<file path="config.mk">
export PLATFORM = sky130hd
export DESIGN_NAME = little_endian_lane_steering
export DESIGN_NICKNAME = d
export VERILOG_FILES = /design/src/pkg/lane_pkg.sv /design/src/lane_beat_map.sv /design/src/little_endian_lane_steering.sv
export SDC_FILE = /design/constraint.sdc
export NUM_CORES = 1
export LEC_CHECK = 0
export BUFFER_PORTS_ARGS = -buffer_cell sky130_fd_sc_hd__buf_2
export CAP_MARGIN = 20
export CORE_AREA = 8 8 206 110
export DETAILED_ROUTE_END_ITERATION = 10
export DIE_AREA = 0 0 214 118
export MAX_ROUTING_LAYER = met4
export PLACE_DENSITY = 0.84
export SLEW_MARGIN = 15
export SYNTH_ARGS = -nofsm -noshare
export SYNTH_HDL_FRONTEND = slang
export SYNTH_SLANG_ARGS = --single-unit
</file>
<file path="constraint.sdc">
create_clock -name clk -period 15.7 [get_ports clk]
set_input_delay 2.355 -clock clk [delete_from_list [all_inputs] [get_ports clk]]
set_output_delay 2.355 -clock clk [all_outputs]
set_load 0.02 [all_outputs]
</file>
<file path="src/pkg/lane_pkg.sv">
// Purpose: Shared constants, types and decode functions for the little-endian lane steering bridge.
// Assumes: 32-bit internal data bus, 24-bit external address, external width 8, 16 or 32 bits.
// Notes: Sizes and widths are carried as log2 of their byte count, which keeps the lane arithmetic small.
package lane_pkg;

    // Bus widths.
    localparam int DATA_W = 32;
    localparam int CORE_ADDR_W = 32;
    localparam int EXT_ADDR_W = 24;

    // Bank width strap codes.
    localparam logic [1:0] WCODE_8 = 2'h1;
    localparam logic [1:0] WCODE_16 = 2'h2;
    localparam logic [1:0] WCODE_32 = 2'h3;

    // Access size codes on the core request port.
    localparam logic [1:0] SIZE_BYTE = 2'h0;
    localparam logic [1:0] SIZE_HALF = 2'h1;
    localparam logic [1:0] SIZE_WORD = 2'h2;

    // Log2 of a byte count.
    localparam logic [1:0] LOG_1 = 2'h0;
    localparam logic [1:0] LOG_2 = 2'h1;
    localparam logic [1:0] LOG_4 = 2'h2;

    // Bank 0 width assumed until the strap has settled.
    localparam logic [1:0] STRAP_RESET = WCODE_32;

    // Controller states.
    typedef enum logic [1:0] {
        st_idle = 2'b00,
        st_issue = 2'b01,
        st_wait = 2'b10,
        st_resp = 2'b11
    } state_t;

    // Byte lane mask for a unit of 2**lg bytes placed at lane 0.
    function automatic logic [3:0] lane_mask(input logic [1:0] lg);
        case (lg)
            LOG_1: lane_mask = 4'h1;
            LOG_2: lane_mask = 4'h3;
            default: lane_mask = 4'hf;
        endcase
    endfunction

    // Expands a byte lane mask to a bit mask.
    function automatic logic [31:0] bit_mask(input logic [3:0] m);
        bit_mask = {{8{m[3]}}, {8{m[2]}}, {8{m[1]}}, {8{m[0]}}};
    endfunction

    // Strap code to log2 of the width in bytes; the unused code falls back to 32 bits.
    function automatic logic [1:0] width_log(input logic [1:0] code);
        case (code)
            WCODE_8: width_log = LOG_1;
            WCODE_16: width_log = LOG_2;
            default: width_log = LOG_4;
        endcase
    endfunction

    // Access size code to log2 of bytes; the unused code is taken as a word.
    function automatic logic [1:0] size_log(input logic [1:0] code);
        case (code)
            SIZE_BYTE: size_log = LOG_1;
            SIZE_HALF: size_log = LOG_2;
            default: size_log = LOG_4;
        endcase
    endfunction

    // Replicates the low unit of the given size across all four lanes.
    function automatic logic [31:0] replicate(input logic [1:0] lg, input logic [31:0] d);
        case (lg)
            LOG_1: replicate = {4{d[7:0]}};
            LOG_2: replicate = {2{d[15:0]}};
            default: replicate = d;
        endcase
    endfunction

endpackage

</file>
<file path="src/lane_beat_map.sv">
// Purpose: Per-beat lane map: beat count, address offset, byte offset and byte enables of one beat.
// Assumes: Size and width are log2 byte counts; the request address is aligned to its size.
// Notes: Purely combinational; the parent registers everything it drives out.
`timescale 1ns/1ps
`default_nettype none
module lane_beat_map
    import lane_pkg::*;
(
    // Access shape.
    input wire logic [1:0] width_lg,
    input wire logic [1:0] size_lg,
    input wire logic [1:0] addr_lo,
    input wire logic [1:0] beat,
    // Beat map.
    output logic [1:0] beats_m1,
    output logic [1:0] ea_off,
    output logic [1:0] boff,
    output logic [3:0] wbe,
    output logic narrow
);

    // The access is wider than the bus and splits into several beats.
    wire is_narrow = size_lg > width_lg;
    // Log2 of the beat count when split.
    wire [1:0] diff = size_lg - width_lg;
    // Lane mask of half the beat count gives beats minus one in its low bits.
    wire [3:0] cnt_mask = lane_mask(diff - 2'h1);
    wire [1:0] last = is_narrow ? cnt_mask[1:0] : 2'h0;
    // Beats run from the highest chunk down to the base.
    wire [1:0] chunk = last - beat;
    // Chunk position in the word, in bytes.
    wire [3:0] chunk_pos = {2'h0, chunk} << width_lg;
    // Offset masks inside the external width and inside the access size.
    wire [3:0] wm = lane_mask(width_lg) >> 1;
    wire [3:0] sm = lane_mask(size_lg) >> 1;
    // Lane of a unit narrower than the bus, chosen by the low address bits.
    wire [1:0] lane = addr_lo & wm[1:0] & ~sm[1:0];
    wire [1:0] off = is_narrow ? chunk_pos[1:0] : lane;
    // Only lanes that carry the unit are enabled.
    wire [3:0] en = is_narrow ? lane_mask(width_lg) : lane_mask(size_lg) << off;

    assign beats_m1 = last;
    assign ea_off = chunk;
    assign boff = off;
    assign wbe = en;
    assign narrow = is_narrow;

endmodule
`default_nettype wire

</file>
<file path="src/little_endian_lane_steering.sv">
// Purpose: Steers core loads and stores onto an 8, 16 or 32-bit little-endian external memory bus.
// Assumes: Core requests are aligned to their size; an external timing block acknowledges each beat.
// Notes: One request is in flight at a time; bank 0 width comes from a strap, other banks from an input.
//
// Overview of operation
// - 32-bit bus: word in one beat, order kept.
// - 32-bit bus: halfword replicated, address picks half.
// - 32-bit bus: byte lane chosen by address bits.
// - 32-bit bus: narrow loads pick lane, replicate.
// - 16-bit bus: word store, upper half first.
// - 16-bit bus: word load, upper half first.
// - 16-bit bus: halfword low lanes, byte by parity.
// - 8-bit bus: word store, four beats, MSB first.
// - 8-bit bus: loads gather bytes into word.
// - 8-bit bus: halfword two beats, upper first.
// - Bank 0 width taken from strap pins.
// - External address is 24 bits wide.
`timescale 1ns/1ps
`default_nettype none
module little_endian_lane_steering
    import lane_pkg::*;
(
    // Clock and reset.
    input wire logic clk,
    input wire logic rst,
    // Bank 0 width strap pins.
    input wire logic [1:0] bank0_width_strap,
    // Core request.
    input wire logic req_valid,
    input wire logic req_write,
    input wire logic [1:0] req_size,
    input wire logic [lane_pkg::CORE_ADDR_W-1:0] req_addr,
    input wire logic [lane_pkg::DATA_W-1:0] req_wdata,
    input wire logic [2:0] req_bank,
    input wire logic [1:0] req_bank_width,
    output logic req_ready,
    // Core response.
    output logic rsp_valid,
    output logic [lane_pkg::DATA_W-1:0] rsp_rdata,
    // External memory beat port.
    output logic ext_req,
    output logic ext_write,
    output logic [lane_pkg::EXT_ADDR_W-1:0] external_beat_address,
    output logic [lane_pkg::DATA_W-1:0] ext_wdata,
    output logic [3:0] ext_wbe,
    input wire logic ext_ack,
    input wire logic [lane_pkg::DATA_W-1:0] ext_rdata
);

    // Strap synchroniser stages and the settled bank 0 width code.
    logic [1:0] strap_s1_ff;
    logic [1:0] strap_s2_ff;
    logic [1:0] strap_s3_ff;
    logic [1:0] bank0_width_ff;

    // Controller state and beat counter.
    state_t state_ff;
    logic [1:0] beat_ff;

    // Latched request.
    logic [1:0] wlog_ff;
    logic [1:0] slog_ff;
    logic write_ff;
    logic [CORE_ADDR_W-1:0] addr_ff;
    logic [DATA_W-1:0] wdata_ff;
    logic [DATA_W-1:0] acc_ff;

    // Output registers.
    logic req_ready_ff;
    logic rsp_valid_ff;
    logic [DATA_W-1:0] rsp_rdata_ff;
    logic ext_req_ff;
    logic ext_write_ff;
    logic [EXT_ADDR_W-1:0] ext_addr_ff;
    logic [DATA_W-1:0] ext_wdata_ff;
    logic [3:0] ext_wbe_ff;

    // Beat map for the current beat.
    logic [1:0] beats_m1;
    logic [1:0] ea_off;
    logic [1:0] boff;
    logic [3:0] wbe;
    logic narrow;

    // A request is taken when the core offers one and the bridge is free.
    wire take = req_valid && req_ready_ff;
    // The last beat of the access is acknowledged.
    wire last_ack = ext_ack && (beat_ff == beats_m1);
    // Width of the addressed bank: strap for bank 0, configuration otherwise.
    wire [1:0] sel_code = (req_bank == 3'h0) ? bank0_width_ff : req_bank_width;
    wire [1:0] req_slog = size_log(req_size);
    // Core data bus as the core drives it: narrow stores replicated on all lanes.
    wire [DATA_W-1:0] bus_wdata = replicate(req_slog, req_wdata);
    // Base beat address counts in units of the external width.
    wire [CORE_ADDR_W-1:0] unit_addr = addr_ff >> wlog_ff;
    wire [EXT_ADDR_W-1:0] base_ea = unit_addr[EXT_ADDR_W-1:0];
    wire [EXT_ADDR_W-1:0] beat_ea = base_ea + {{(EXT_ADDR_W-2){1'b0}}, ea_off};
    // Byte offset expressed as a bit shift.
    wire [4:0] bit_shift = {boff, 3'h0};
    // Store data of this beat: the chunk or lane moved onto the external lanes.
    wire [DATA_W-1:0] beat_wdata = narrow ? (wdata_ff >> bit_shift) : wdata_ff;
    // Lanes the external bus really has, used to clear don't-care read lanes.
    wire [DATA_W-1:0] bus_keep = bit_mask(lane_mask(wlog_ff));
    // Read gathering: split loads place each chunk at its word position.
    wire [DATA_W-1:0] gathered = acc_ff | ((ext_rdata & bus_keep) << bit_shift);
    // Single-beat loads pick the addressed lane down to lane 0.
    wire [DATA_W-1:0] picked = ext_rdata >> bit_shift;
    wire [DATA_W-1:0] nxt_acc = narrow ? gathered : picked;
    // Response data is replicated across the core bus for narrow sizes.
    wire [DATA_W-1:0] nxt_rsp = replicate(slog_ff, nxt_acc);

    // Lane map for the beat being issued.
    lane_beat_map u_map (
        .width_lg(wlog_ff),
        .size_lg(slog_ff),
        .addr_lo(addr_ff[1:0]),
        .beat(beat_ff),
        .beats_m1(beats_m1),
        .ea_off(ea_off),
        .boff(boff),
        .wbe(wbe),
        .narrow(narrow)
    );

    // Three-stage strap synchroniser; the code counts once the last two stages agree.
    always_ff @(posedge clk) begin
        if (rst) begin
            strap_s1_ff <= STRAP_RESET;
            strap_s2_ff <= STRAP_RESET;
            strap_s3_ff <= STRAP_RESET;
            bank0_width_ff <= STRAP_RESET;
        end else begin
            strap_s1_ff <= bank0_width_strap;
            strap_s2_ff <= strap_s1_ff;
            strap_s3_ff <= strap_s2_ff;
            // Only a stable code replaces the held width.
            if (strap_s2_ff == strap_s3_ff) begin
                bank0_width_ff <= strap_s3_ff;
            end
        end
    end

    // Request latch: shape and data are frozen for the whole access.
    always_ff @(posedge clk) begin
        if (rst) begin
            wlog_ff <= LOG_4;
            slog_ff <= LOG_4;
            write_ff <= 1'b0;
            addr_ff <= '0;
            wdata_ff <= '0;
        end else if (take) begin
            wlog_ff <= width_log(sel_code);
            slog_ff <= req_slog;
            write_ff <= req_write;
            addr_ff <= req_addr;
            wdata_ff <= bus_wdata;
        end
    end

    // Load accumulator: cleared on a new request, updated on every acknowledged beat.
    always_ff @(posedge clk) begin
        if (rst) begin
            acc_ff <= '0;
        end else if (take) begin
            acc_ff <= '0;
        end else if (state_ff == st_wait && ext_ack) begin
            acc_ff <= nxt_acc;
        end
    end

    // External beat registers, loaded on the same edge that raises ext_req to offer the beat.
    always_ff @(posedge clk) begin
        if (rst) begin
            ext_write_ff <= 1'b0;
            ext_addr_ff <= '0;
            ext_wdata_ff <= '0;
            ext_wbe_ff <= 4'h0;
        end else if (state_ff == st_issue) begin
            ext_write_ff <= write_ff;
            ext_addr_ff <= beat_ea;
            ext_wdata_ff <= beat_wdata;
            // Loads enable no byte lane for writing.
            ext_wbe_ff <= write_ff ? wbe : 4'h0;
        end else if (state_ff == st_wait && ext_ack) begin
            // Enables drop with the beat so no lane stays marked between beats.
            ext_wbe_ff <= 4'h0;
        end
    end

    // Controller: take, issue each beat, wait for its acknowledge, answer.
    always_ff @(posedge clk) begin
        if (rst) begin
            state_ff <= st_idle;
            beat_ff <= 2'h0;
            req_ready_ff <= 1'b0;
            rsp_valid_ff <= 1'b0;
            rsp_rdata_ff <= '0;
            ext_req_ff <= 1'b0;
        end else begin
            case (state_ff)
                // Free: accept the next core request.
                st_idle: begin
                    req_ready_ff <= 1'b1;
                    if (take) begin
                        req_ready_ff <= 1'b0;
                        beat_ff <= 2'h0;
                        state_ff <= st_issue;
                    end
                end
                // Offer the beat as its registers are loaded on the same edge.
                st_issue: begin
                    ext_req_ff <= 1'b1;
                    state_ff <= st_wait;
                end
                // Hold the beat until the memory side acknowledges it.
                st_wait: begin
                    if (last_ack) begin
                        ext_req_ff <= 1'b0;
                        rsp_valid_ff <= 1'b1;
                        rsp_rdata_ff <= nxt_rsp;
                        state_ff <= st_resp;
                    end else if (ext_ack) begin
                        // More chunks remain; step to the next lower address.
                        ext_req_ff <= 1'b0;
                        beat_ff <= beat_ff + 2'h1;
                        state_ff <= st_issue;
                    end
                end
                // One-cycle response, then free again.
                st_resp: begin
                    rsp_valid_ff <= 1'b0;
                    req_ready_ff <= 1'b1;
                    state_ff <= st_idle;
                end
                default: begin
                    state_ff <= st_idle;
                end
            endcase
        end
    end

    // Every output comes straight from a register.
    assign req_ready = req_ready_ff;
    assign rsp_valid = rsp_valid_ff;
    assign rsp_rdata = rsp_rdata_ff;
    assign ext_req = ext_req_ff;
    assign ext_write = ext_write_ff;
    assign external_beat_address = ext_addr_ff;
    assign ext_wdata = ext_wdata_ff;
    assign ext_wbe = ext_wbe_ff;

endmodule
`default_nettype wire

</file>
==> results of run 1 <==
[critical path, delay by kind of cell (launching register included)]
kind            cells  cell delay (ps)
compound gates      7             2420
buf+inv             6             1990
fa+ha+maj           2              740
flops               1              320
simple gates        1              220
mux                 1              130
[worst paths after layout]
check / cells after the start / slack [ps] / to / startpoint
setup / recovery: 17 / 9650 / rsp_rdata[28]$_SDFFE_PP0P_ / wlog_ff[1]$_SDFFE_PP1P_
hold / removal: 1 / 420 / strap_s2_ff[1]$_SDFF_PP1_ / strap_s1_ff[1]$_SDFF_PP1_
hold reg to reg: 1 / 420 / strap_s2_ff[1]$_SDFF_PP1_ / strap_s1_ff[1]$_SDFF_PP1_
setup reg to reg: 17 / 9650 / rsp_rdata[28]$_SDFFE_PP0P_ / wlog_ff[1]$_SDFFE_PP1P_
[cells in the final DEF, fill, tap and decap left out, types with 9 or more instances in the layout]
| cell | count |
|---|---|
| sky130_fd_sc_hd__mux4_2 | 9 |
| sky130_fd_sc_hd__nor2_1 | 168 |
| sky130_fd_sc_hd__mux2i_1 | 43 |
| sky130_fd_sc_hd__a21oi_1 | 108 |
| sky130_fd_sc_hd__xor2_1 | 11 |
| sky130_fd_sc_hd__mux2_2 | 17 |
| sky130_fd_sc_hd__nand3b_1 | 12 |
| sky130_fd_sc_hd__nand2_1 | 214 |
| sky130_fd_sc_hd__and3_1 | 10 |
| sky130_fd_sc_hd__a211oi_1 | 74 |
| sky130_fd_sc_hd__nor2b_1 | 10 |
| sky130_fd_sc_hd__o21ai_0 | 67 |
| sky130_fd_sc_hd__buf_4 | 21 |
| sky130_fd_sc_hd__o31ai_1 | 15 |
| sky130_fd_sc_hd__a21o_1 | 12 |
| sky130_fd_sc_hd__o211ai_1 | 16 |
| sky130_fd_sc_hd__a32o_1 | 11 |
| sky130_fd_sc_hd__dfxtp_1 | 203 |
| sky130_fd_sc_hd__nand3_1 | 29 |
| sky130_fd_sc_hd__a311oi_1 | 11 |
| sky130_fd_sc_hd__inv_1 | 10 |
| sky130_fd_sc_hd__a31oi_1 | 26 |
| sky130_fd_sc_hd__a22oi_1 | 23 |
| sky130_fd_sc_hd__buf_2 | 199 |
| sky130_fd_sc_hd__clkbuf_16 | 20 |
| sky130_fd_sc_hd__ha_1 | 10 |
| sky130_fd_sc_hd__nor3_1 | 27 |
| sky130_fd_sc_hd__xnor2_1 | 12 |
| sky130_fd_sc_hd__o21a_1 | 10 |
| sky130_fd_sc_hd__nand2b_1 | 23 |
[per-stage QoR]
step                instances  total power, mW
floorplan                1440            1.110
global placement         1812            1.288
detailed placement       1813            1.306
CTS                      1848            1.795
global route             1856            1.901
finish                   1856            1.819
[power by group through the flow]
stage,clock network [mW],registers (mW),logic (mW)
global placement,0,0.652,0.636
finish,0.490,0.651,0.679
detailed placement,0,0.657,0.650
CTS,0.492,0.646,0.656
floorplan,0,0.685,0.425
global route,0.517,0.656,0.728
[cell usage after synthesis (all sizes together), types with 12 or more instances]
cell type and number:
nand2 217, dfxtp 204, nor2 173, a21oi 112, a211oi 76, clkbuf 75, o21ai 74, buf 44
mux2i 44, nand3 32, nor3 30, a31oi 26, a22oi 23, nand2b 23, mux2 21, o211ai 16
o31ai 15, inv 13, a21o 12, mux4 12, nand3b 12, xnor2 12
[cell type report]
class	instances	area share, %
multi-input combinational	1104	52.17
sequential	204	30.93
timing repair buffer	221	8.847
clock buffer	31	4.556
tap	273	2.586
clock inverter	4	0.4263
inverter	13	0.3694
antenna	6	0.1137
[routing by layer]
metal | routed length, µm | part of all wire [%] | up-vias
li1 | - | - | 5470
met1 | 17150 | 42 | 5646
met2 | 16440 | 40 | 823
met3 | 6399 | 16 | 84
met4 | 719 | 1.8 | 0
met5 | 0 | 0 | -
[state kept, by name, indices dropped and copies added, names as in the netlist, 4 cells and up]
register,cells
ext_wbe,4
addr_ff,27
wdata_ff,32
acc_ff,32
external_beat_address,24
rsp_rdata,32
ext_wdata,32
[cells by family (layout without fill, tap and decap cells)]
group	Yosys count	count (layout)	share of synthesized area, %
other	0	6	0
DFF	204	204	35.37
AOI/OAI and AO/OA	443	443	25.98
buffers and inverters	132	269	5.137
muxes	77	77	8.410
and+or+nand+nor	549	549	21.99
xor gates and xnor gates	23	23	1.745
adders and majority gates	12	12	1.366
==> impl_metrics.ini, run 1 <==
[logic_synthesis]
yosys_warnings = 0
synth-seq-cells = 204
synth_area_um2 = 11540
synthCells = 1440
synthesis.area_per_instance_um2 = 8.017
netlist.area_leader.share_pct = 35.37
synthTopCellsByArea = sky130_fd_sc_hd__dfxtp_1 (35%), sky130_fd_sc_hd__nand2_1 (7.0%), sky130_fd_sc_hd__nor2_1 (5.5%)
synth_enable_flop_cells = 0
mappedNetlistNets = 1562
yosysTopAreaCell = sky130_fd_sc_hd__dfxtp_1
ys_async_sr_fraction_pct = 0
yosys_most_used_dff = sky130_fd_sc_hd__dfxtp_1
seq_area_frac_synth_pct = 35.37
number_of_library_cell_types_mapped_by_synthesis = 91

[drt]
drt-pass1-iter-count = 6
initialDrtViolationCount = 1928
detail-route-antenna-nets = 0
vias_per_cell = 6.478
vias = 12020
route.detailed.wl_per_inst_um = 21.93
route.detailed.drc = 0
totalWireLength_mm = 40.71

[sta]
setup-violations-final = 0
finalHoldViolCount = 0
timing.final.ws_setup_ps = 9648
fmax_mhz = 165.2
setup_repair_after_global_routing_missed_its_margin = no
timing.setup.tns_ps = 0
timing_worst_slew_pin_value_ps = 1216
slew-limit-headroom_pct = 18.56
final-max-slew-violation-count = 0
timing.final.crit_share_pct = 38.55
final.setup_skew_ps = 15.59
fin_worst_hold_slack_ps = 416.6
finalWorstPathRequiredPeriod_ps = 6052

[power]
sw_pwr_uw = 727.8
intPower_mw = 1.092
p_leak_nw = 5.281
power.share.clock_pct = 26.9
power.density_cell_area_nw_per_um2 = 137.7
seq_power_share_pct = 35.8
ir_drop_uv = 107.6
power.switching_fraction_pct = 40.00
combPwrFrac_pct = 37.3

[critical_path]
critical_path.most_common_cell = sky130_fd_sc_hd__buf_4
critPathKind = reg2reg
timing.critical_path.slowest_cell_delay_ps = 840
worst_path_max_delay_cell = sky130_fd_sc_hd__a21oi_2
critical_path.cell_chain = buf_4 > inv_1 > ha_1 > and2b_1 > o21a_2 > inv_2 > buf_4 > ha_1 > inv_1 > o211a_2 > a21oi_2 > buf_4 > mux2i_1 > a2111oi_0 > a211oi_1 > a21oi_1 > o21ai_1
worstPathArrival_ps = 6420
critical_path_required_ps = 16070
critPathMaxFanout = 52
worstSetupStartpointType = register
timing.critical_path.to_type = register

[global_route]
gr_ovfl_total = 0
grt_pass1_vias = 11090
grt_antenna_before_repair = 6
grtUsageTotal_pct = 31.38
grtUsageMet1_pct = 44.19
grt.met3_usage_pct = 11.21
grt_start_max_net_pins = 95
globalRoute.busiestLayer = met1
grt_pass1_wl_mm = 63.26
globalRouteMet2Util_pct = 42.24

[die]
die_h_um = 118
die_width_um = 214
die_area_um2 = 25250
boundaryPins = 206
initial_utilization_pct = 58.13
row_count = 37
floorplan.core_area_um2 = 19860

[finish]
area_occupied_by_multi_input_gates_um2 = 6892
syn_to_final_growth_pct = 14.41
fin_nets = 1686
ff_latch_area_um2 = 4085
num-fill-cells = 1675
post_route_cells_drive_above_1_share_pct = 21.12
final_core_util_pct = 66.51
total_non_filler_cell_area_in_the_finished_layout_um2 = 13210

[cts]
clk-insertion-delay-late_ps = 510
clock_slew_seen_by_the_registers_of_the_worst_setup_and_hold_paths_ps = 70
post_cts.resized_instances = 0
tritoncts = built
cts-root-to-sink-buffers = 3
cts_setup_buffers = 0
cts.sink_count = 204
clock_tree.htree_level_count = 1
cts_root_buffer = sky130_fd_sc_hd__clkbuf_16
cts_buffers = 20
hold_bufs_inserted_after_cts = 0

[status]
outcome = complete, no violations

[min_path]
holdCritPathClass = reg2reg

[run]
max_cap_viol_count = 0

[placement]
post_placement_setup_slack_ps = 10040
detailed_place.area_um2 = 12510
dp.final_hpwl_mm = 28.89
port_buffers = 200
gp_congestion = 0.9886
(Power assumes the default switching activity.)
==> run 2: changes to the inputs <==
- CORE_AREA: 8 8 206 110 -> 8 8 222 118
- DIE_AREA: 0 0 214 118 -> 0 0 230 126
- PLACE_DENSITY: 0.84 -> 0.76
- clock period: 15.7 -> 4.86 ns (I/O delays scaled with it)
==> run 2 against run 1 <==
- worst setup slack worse by 9100 ps
- final cell count up 3.0%
- core utilization down 9.0 points
- clock power rose to 3.2 times the previous value
- sequential cell count unchanged
- power rose to 3.2 times the previous value
- die area up 15%
- global-route usage down 2.8 points
- combinational power rose to 3.3 times the previous value
- fmax up 40%
==> impl_metrics.ini, run 2 (synthesis gave the netlist of run 1 again) <==
[sta]
fmax_mhz = 231.8
final-max-slew-violation-count = 0
setup_repair_after_global_routing_missed_its_margin = no
finalHoldViolCount = 0
final.setup_skew_ps = 14.08
setup-violations-final = 0
timing.final.crit_share_pct = 88.77
fin_worst_hold_slack_ps = 395.0
timing_worst_slew_pin_value_ps = 1081
finalWorstPathRequiredPeriod_ps = 4314
timing.setup.tns_ps = 0
slew-limit-headroom_pct = 27.77

[die]
die_area_um2 = 28980
initial_utilization_pct = 49.71
die_width_um = 230
boundaryPins = 206
floorplan.core_area_um2 = 23220
die_h_um = 126
row_count = 40

[critical_path]
timing.critical_path.to_type = register
worst_path_max_delay_cell = sky130_fd_sc_hd__dfxtp_1
critical_path.cell_chain = ha_1 > and2b_1 > o21a_2 > inv_2 > ha_1 > xnor2_1 > and3_1 > or2_1 > inv_2 > ha_1 > a21o_1 > nand4_2 > nor2_4 > nand4_4 > nor2_4 > nand2_2 > or4_1 > a311oi_1
worstSetupStartpointType = register
timing.critical_path.max_delay_family = simple AND/OR/NAND/NOR gates
critical_path.n_buffers_inverters = 2
critPathMaxFanout = 11
critical_path.most_common_cell = sky130_fd_sc_hd__ha_1
critical_path_required_ps = 5300
timing.critical_path.slowest_cell_delay_ps = 570
worstPathArrival_ps = 4750
flop2flop_setup_slack_ps = 550
critPathKind = reg2reg

[cts]
cts_root_buffer = sky130_fd_sc_hd__clkbuf_16
clk-insertion-delay-late_ps = 530
cts_buffers = 20
cts_setup_buffers = 0
tritoncts = built
clock_tree.htree_level_count = 1
post_cts.resized_instances = 0
clock_slew_seen_by_the_registers_of_the_worst_setup_and_hold_paths_ps = 70
hold_bufs_inserted_after_cts = 0
cts-root-to-sink-buffers = 3
cts.sink_count = 204

[placement]
detailed_place.area_um2 = 12690
place.detailed.instances = 1870
gp_congestion = 0.9832
port_buffers = 200
dp.final_hpwl_mm = 30.52

[drt]
vias = 11790
route.detailed.drc = 0
drt-pass1-iter-count = 6
route.detailed.wl_per_inst_um = 22.19
initialDrtViolationCount = 1713
vias_per_cell = 6.168
totalWireLength_mm = 42.44
detail-route-antenna-nets = 0

[run]
max_cap_viol_count = 0

[min_path]
holdCritPathClass = in2reg

[power]
p_leak_nw = 5.334
ir_drop_uv = 250.7
power.density_cell_area_nw_per_um2 = 441.1

[global_route]
gr_ovfl_total = 0
grt_start_max_net_pins = 77
grtUsageTotal_pct = 28.57
grt_pass1_wl_mm = 64.94
grt_pass1_vias = 11090
grt_antenna_before_repair = 5

[finish]
total_non_filler_cell_area_in_the_finished_layout_um2 = 13350
fin_nets = 1700
post_layout_nonfiller_instances = 1912
mostFrequentLayoutCell = sky130_fd_sc_hd__nand2_1
final_cell_mix = sky130_fd_sc_hd__nand2_1 (214), sky130_fd_sc_hd__dfxtp_1 (203), sky130_fd_sc_hd__buf_2 (199)
syn_to_final_growth_pct = 15.64
post_route_cells_drive_above_1_share_pct = 21.92
final_core_util_pct = 57.49

[status]
outcome = complete, no violations
run 2: metrics by stage:
stage          power (mW)  worst slack [ps]
2_1_floorplan       3.603             44.17
3_3_place_gp        4.238             761.5
3_5_place_dp        4.279             605.1
4_1_cts             5.837             577.4
5_1_grt             6.155             309.9
6_report            5.888             545.8
run 2: cell type report:
| type | count | area (µm²) |
|---|---|---|
| Tap cell | 315 | 394.1 |
| Clock buffer | 26 | 543.0 |
| Antenna cell | 5 | 12.51 |
| Multi-Input combinational cell | 1104 | 6908 |
| Sequential cell | 204 | 4085 |
| Timing Repair Buffer | 235 | 1266 |
| Inverter | 13 | 48.80 |
| Clock inverter | 10 | 92.59 |
| Fill cell | 2171 | 9872 |
run 2: routing by layer:
layer	track usage [%]	routed length (µm)	vias to the layer above	share of wire [%]
met5	-	0	-	0
met4	5.304	541	0	1.3
met3	11.30	6182	53	15
met2	36.69	16480	674	39
met1	41.23	19230	5562	45
li1	-	-	5504	-
run 2: report_power, final:
part | switching (mW) | internal, mW | leakage (nW)
clock | 0.715 | 0.851 | 0.314
sequential | 0.204 | 1.90 | 1.66
combinational | 1.47 | 0.743 | 3.36
run 2: final timing paths:
path,from,to,cells past startpoint
worst max-delay path,wlog_ff[0]$_SDFFE_PP0P_,external_beat_address[23]$_SDFFE_PP0P_,18
worst min-delay path,bank0_width_strap[1],strap_s1_ff[1]$_SDFF_PP1_,2
worst max register to register,wlog_ff[0]$_SDFFE_PP0P_,external_beat_address[23]$_SDFFE_PP0P_,18
worst min register to register,strap_s1_ff[0]$_SDFF_PP1_,strap_s2_ff[0]$_SDFF_PP1_,1
==> run 3: changes to the inputs <==
- BUFFER_PORTS_ARGS: -buffer_cell sky130_fd_sc_hd__buf_2 -> -buffer_cell sky130_fd_sc_hd__buf_4
==> run 3 against run 2 <==
- fmax increased by 0.86%
- final cell count decreased by 0.26%
- register-to-register slack improved by 40 ps
- critical path type unchanged
- largest cell class unchanged
==> impl_metrics.ini, run 3 (synthesis gave the netlist of run 1 again) <==
[status]
outcome = complete, no violations

[finish]
final_cell_mix = sky130_fd_sc_hd__buf_4 (235), sky130_fd_sc_hd__nand2_1 (214), sky130_fd_sc_hd__dfxtp_1 (203)
total_inserted_antenna_cells = 0
ff_latch_area_um2 = 4085
mostFrequentLayoutCell = sky130_fd_sc_hd__buf_4
fin_nets = 1700
syn_to_final_growth_pct = 20.20
num-fill-cells = 2158
final_core_util_pct = 59.76
area_occupied_by_multi_input_gates_um2 = 6910
post_route_cells_drive_above_1_share_pct = 22.17

[die]
die_width_um = 230
die_h_um = 126
initial_utilization_pct = 49.71
die_area_um2 = 28980
row_count = 40
floorplan.core_area_um2 = 23220
boundaryPins = 206

[critical_path]
critPathMaxFanout = 6
worst_path_max_delay_cell = sky130_fd_sc_hd__or4_1
critical_path_required_ps = 5290
timing.critical_path.slowest_cell_delay_ps = 480
worstSetupStartpointType = register
critPathKind = reg2reg
timing.critical_path.max_delay_family = simple AND/OR/NAND/NOR gates
worstPathArrival_ps = 4710
critical_path.n_buffers_inverters = 3
flop2flop_setup_slack_ps = 580
worstReg2RegEnd = external_beat_address[23]$_SDFFE_PP0P_
reg2reg_from = slog_ff[0]$_SDFFE_PP0P_
timing.critical_path.to_type = register
critical_path.most_common_cell = sky130_fd_sc_hd__ha_1
critical_path.cell_chain = inv_1 > ha_1 > and2b_1 > o21a_2 > inv_2 > ha_1 > xnor2_1 > and3_1 > or2_1 > inv_2 > ha_1 > a21o_1 > nand4_2 > nor2_4 > nand4_4 > nor2_4 > nand2_2 > or4_1 > a311oi_1
reg2reg_depth = 19

[cts]
cts_setup_buffers = 0
cts-root-to-sink-buffers = 3
clock_slew_seen_by_the_registers_of_the_worst_setup_and_hold_paths_ps = 70
tritoncts = built
clk-insertion-delay-late_ps = 520
post_cts.resized_instances = 0
clock_tree.htree_level_count = 1
hold_bufs_inserted_after_cts = 0
cts_buffers = 20
cts_root_buffer = sky130_fd_sc_hd__clkbuf_16
cts.sink_count = 204

[sta]
timing.setup.tns_ps = 0
timing.final.crit_share_pct = 88.02
setup_repair_after_global_routing_missed_its_margin = no
slew-limit-headroom_pct = 26.88
fmax_mhz = 233.8
final-max-slew-violation-count = 0
finalWorstPathRequiredPeriod_ps = 4278
timing_worst_slew_pin_value_ps = 1093
fin_worst_hold_slack_ps = 400.4
finalHoldViolCount = 0
final.setup_skew_ps = 14.78
setup-violations-final = 0
timing.final.ws_setup_ps = 582.5

[drt]
initialDrtViolationCount = 1455
vias_per_cell = 6.208
totalWireLength_mm = 42.13
vias = 11840
detail-route-antenna-nets = 0
drt-pass1-iter-count = 6
route.detailed.drc = 0
route.detailed.wl_per_inst_um = 22.09

[global_route]
grt_antenna_before_repair = 0
gr_ovfl_total = 0
grtUsageTotal_pct = 28.43
grt_pass1_vias = 11180
grt_start_max_net_pins = 77
grt_pass1_wl_mm = 64.90

[power]
power.density_cell_area_nw_per_um2 = 435.0
ir_drop_uv = 271.3
p_leak_nw = 5.432

[placement]
post_placement_setup_slack_ps = 681.9
gp_congestion = 0.9561
dp.final_hpwl_mm = 30.28
port_buffers = 200

[min_path]
hold_path_end = strap_s1_ff[1]$_SDFF_PP1_
worst_hold_path.num_cells = 2
min_from = bank0_width_strap[1]
holdCritPathClass = in2reg

[run]
max_cap_viol_count = 0
run 3: how the worst max path moves through the flow:
stage          cells after the start                    start                                     end
6_report                          19  slog_ff[0]$_SDFFE_PP0P_  external_beat_address[23]$_SDFFE_PP0P_
5_1_grt                           19  slog_ff[0]$_SDFFE_PP0P_  external_beat_address[23]$_SDFFE_PP0P_
4_1_cts                           19  slog_ff[0]$_SDFFE_PP0P_  external_beat_address[23]$_SDFFE_PP0P_
3_5_place_dp                      19  slog_ff[0]$_SDFFE_PP0P_  external_beat_address[23]$_SDFFE_PP0P_
3_3_place_gp                      19  slog_ff[0]$_SDFFE_PP0P_  external_beat_address[23]$_SDFFE_PP0P_
2_1_floorplan                     28  wlog_ff[1]$_SDFFE_PP1P_  external_beat_address[23]$_SDFFE_PP0P_
run 3: power breakdown:
group	switching [mW]	total (mW)	internal (mW)
Sequential	0.213	2.12	1.90
Combinational	1.46	2.29	0.833
Clock	0.730	1.63	0.896
run 3: stage by stage:
| stage | instance area [µm²] | cells | power (mW) |
|---|---|---|---|
| floorplan | 11580 | 1440 | 3.603 |
| global placement | 13200 | 1871 | 4.337 |
| detailed placement | 13200 | 1871 | 4.375 |
| CTS | 13870 | 1907 | 5.987 |
| global route | 13880 | 1907 | 6.307 |
| finish | 13880 | 1907 | 6.036 |
run 3: layout make-up:
type	count	area share (%)
Timing Repair Buffer	235	12.71
Inverter	13	0.3516
Clock inverter	10	0.7303
Multi-Input combinational cell	1104	49.80
Clock buffer	26	4.129
Sequential cell	204	29.44
Tap cell	315	2.840
run 3: layer usage:
layer	global-route usage [%]	part of all wire, %	up-vias
met3	10.35	15	74
li1	-	-	5485
met2	37.40	39	706
met5	-	0	-
met4	5.378	1.7	0
met1	40.84	45	5573
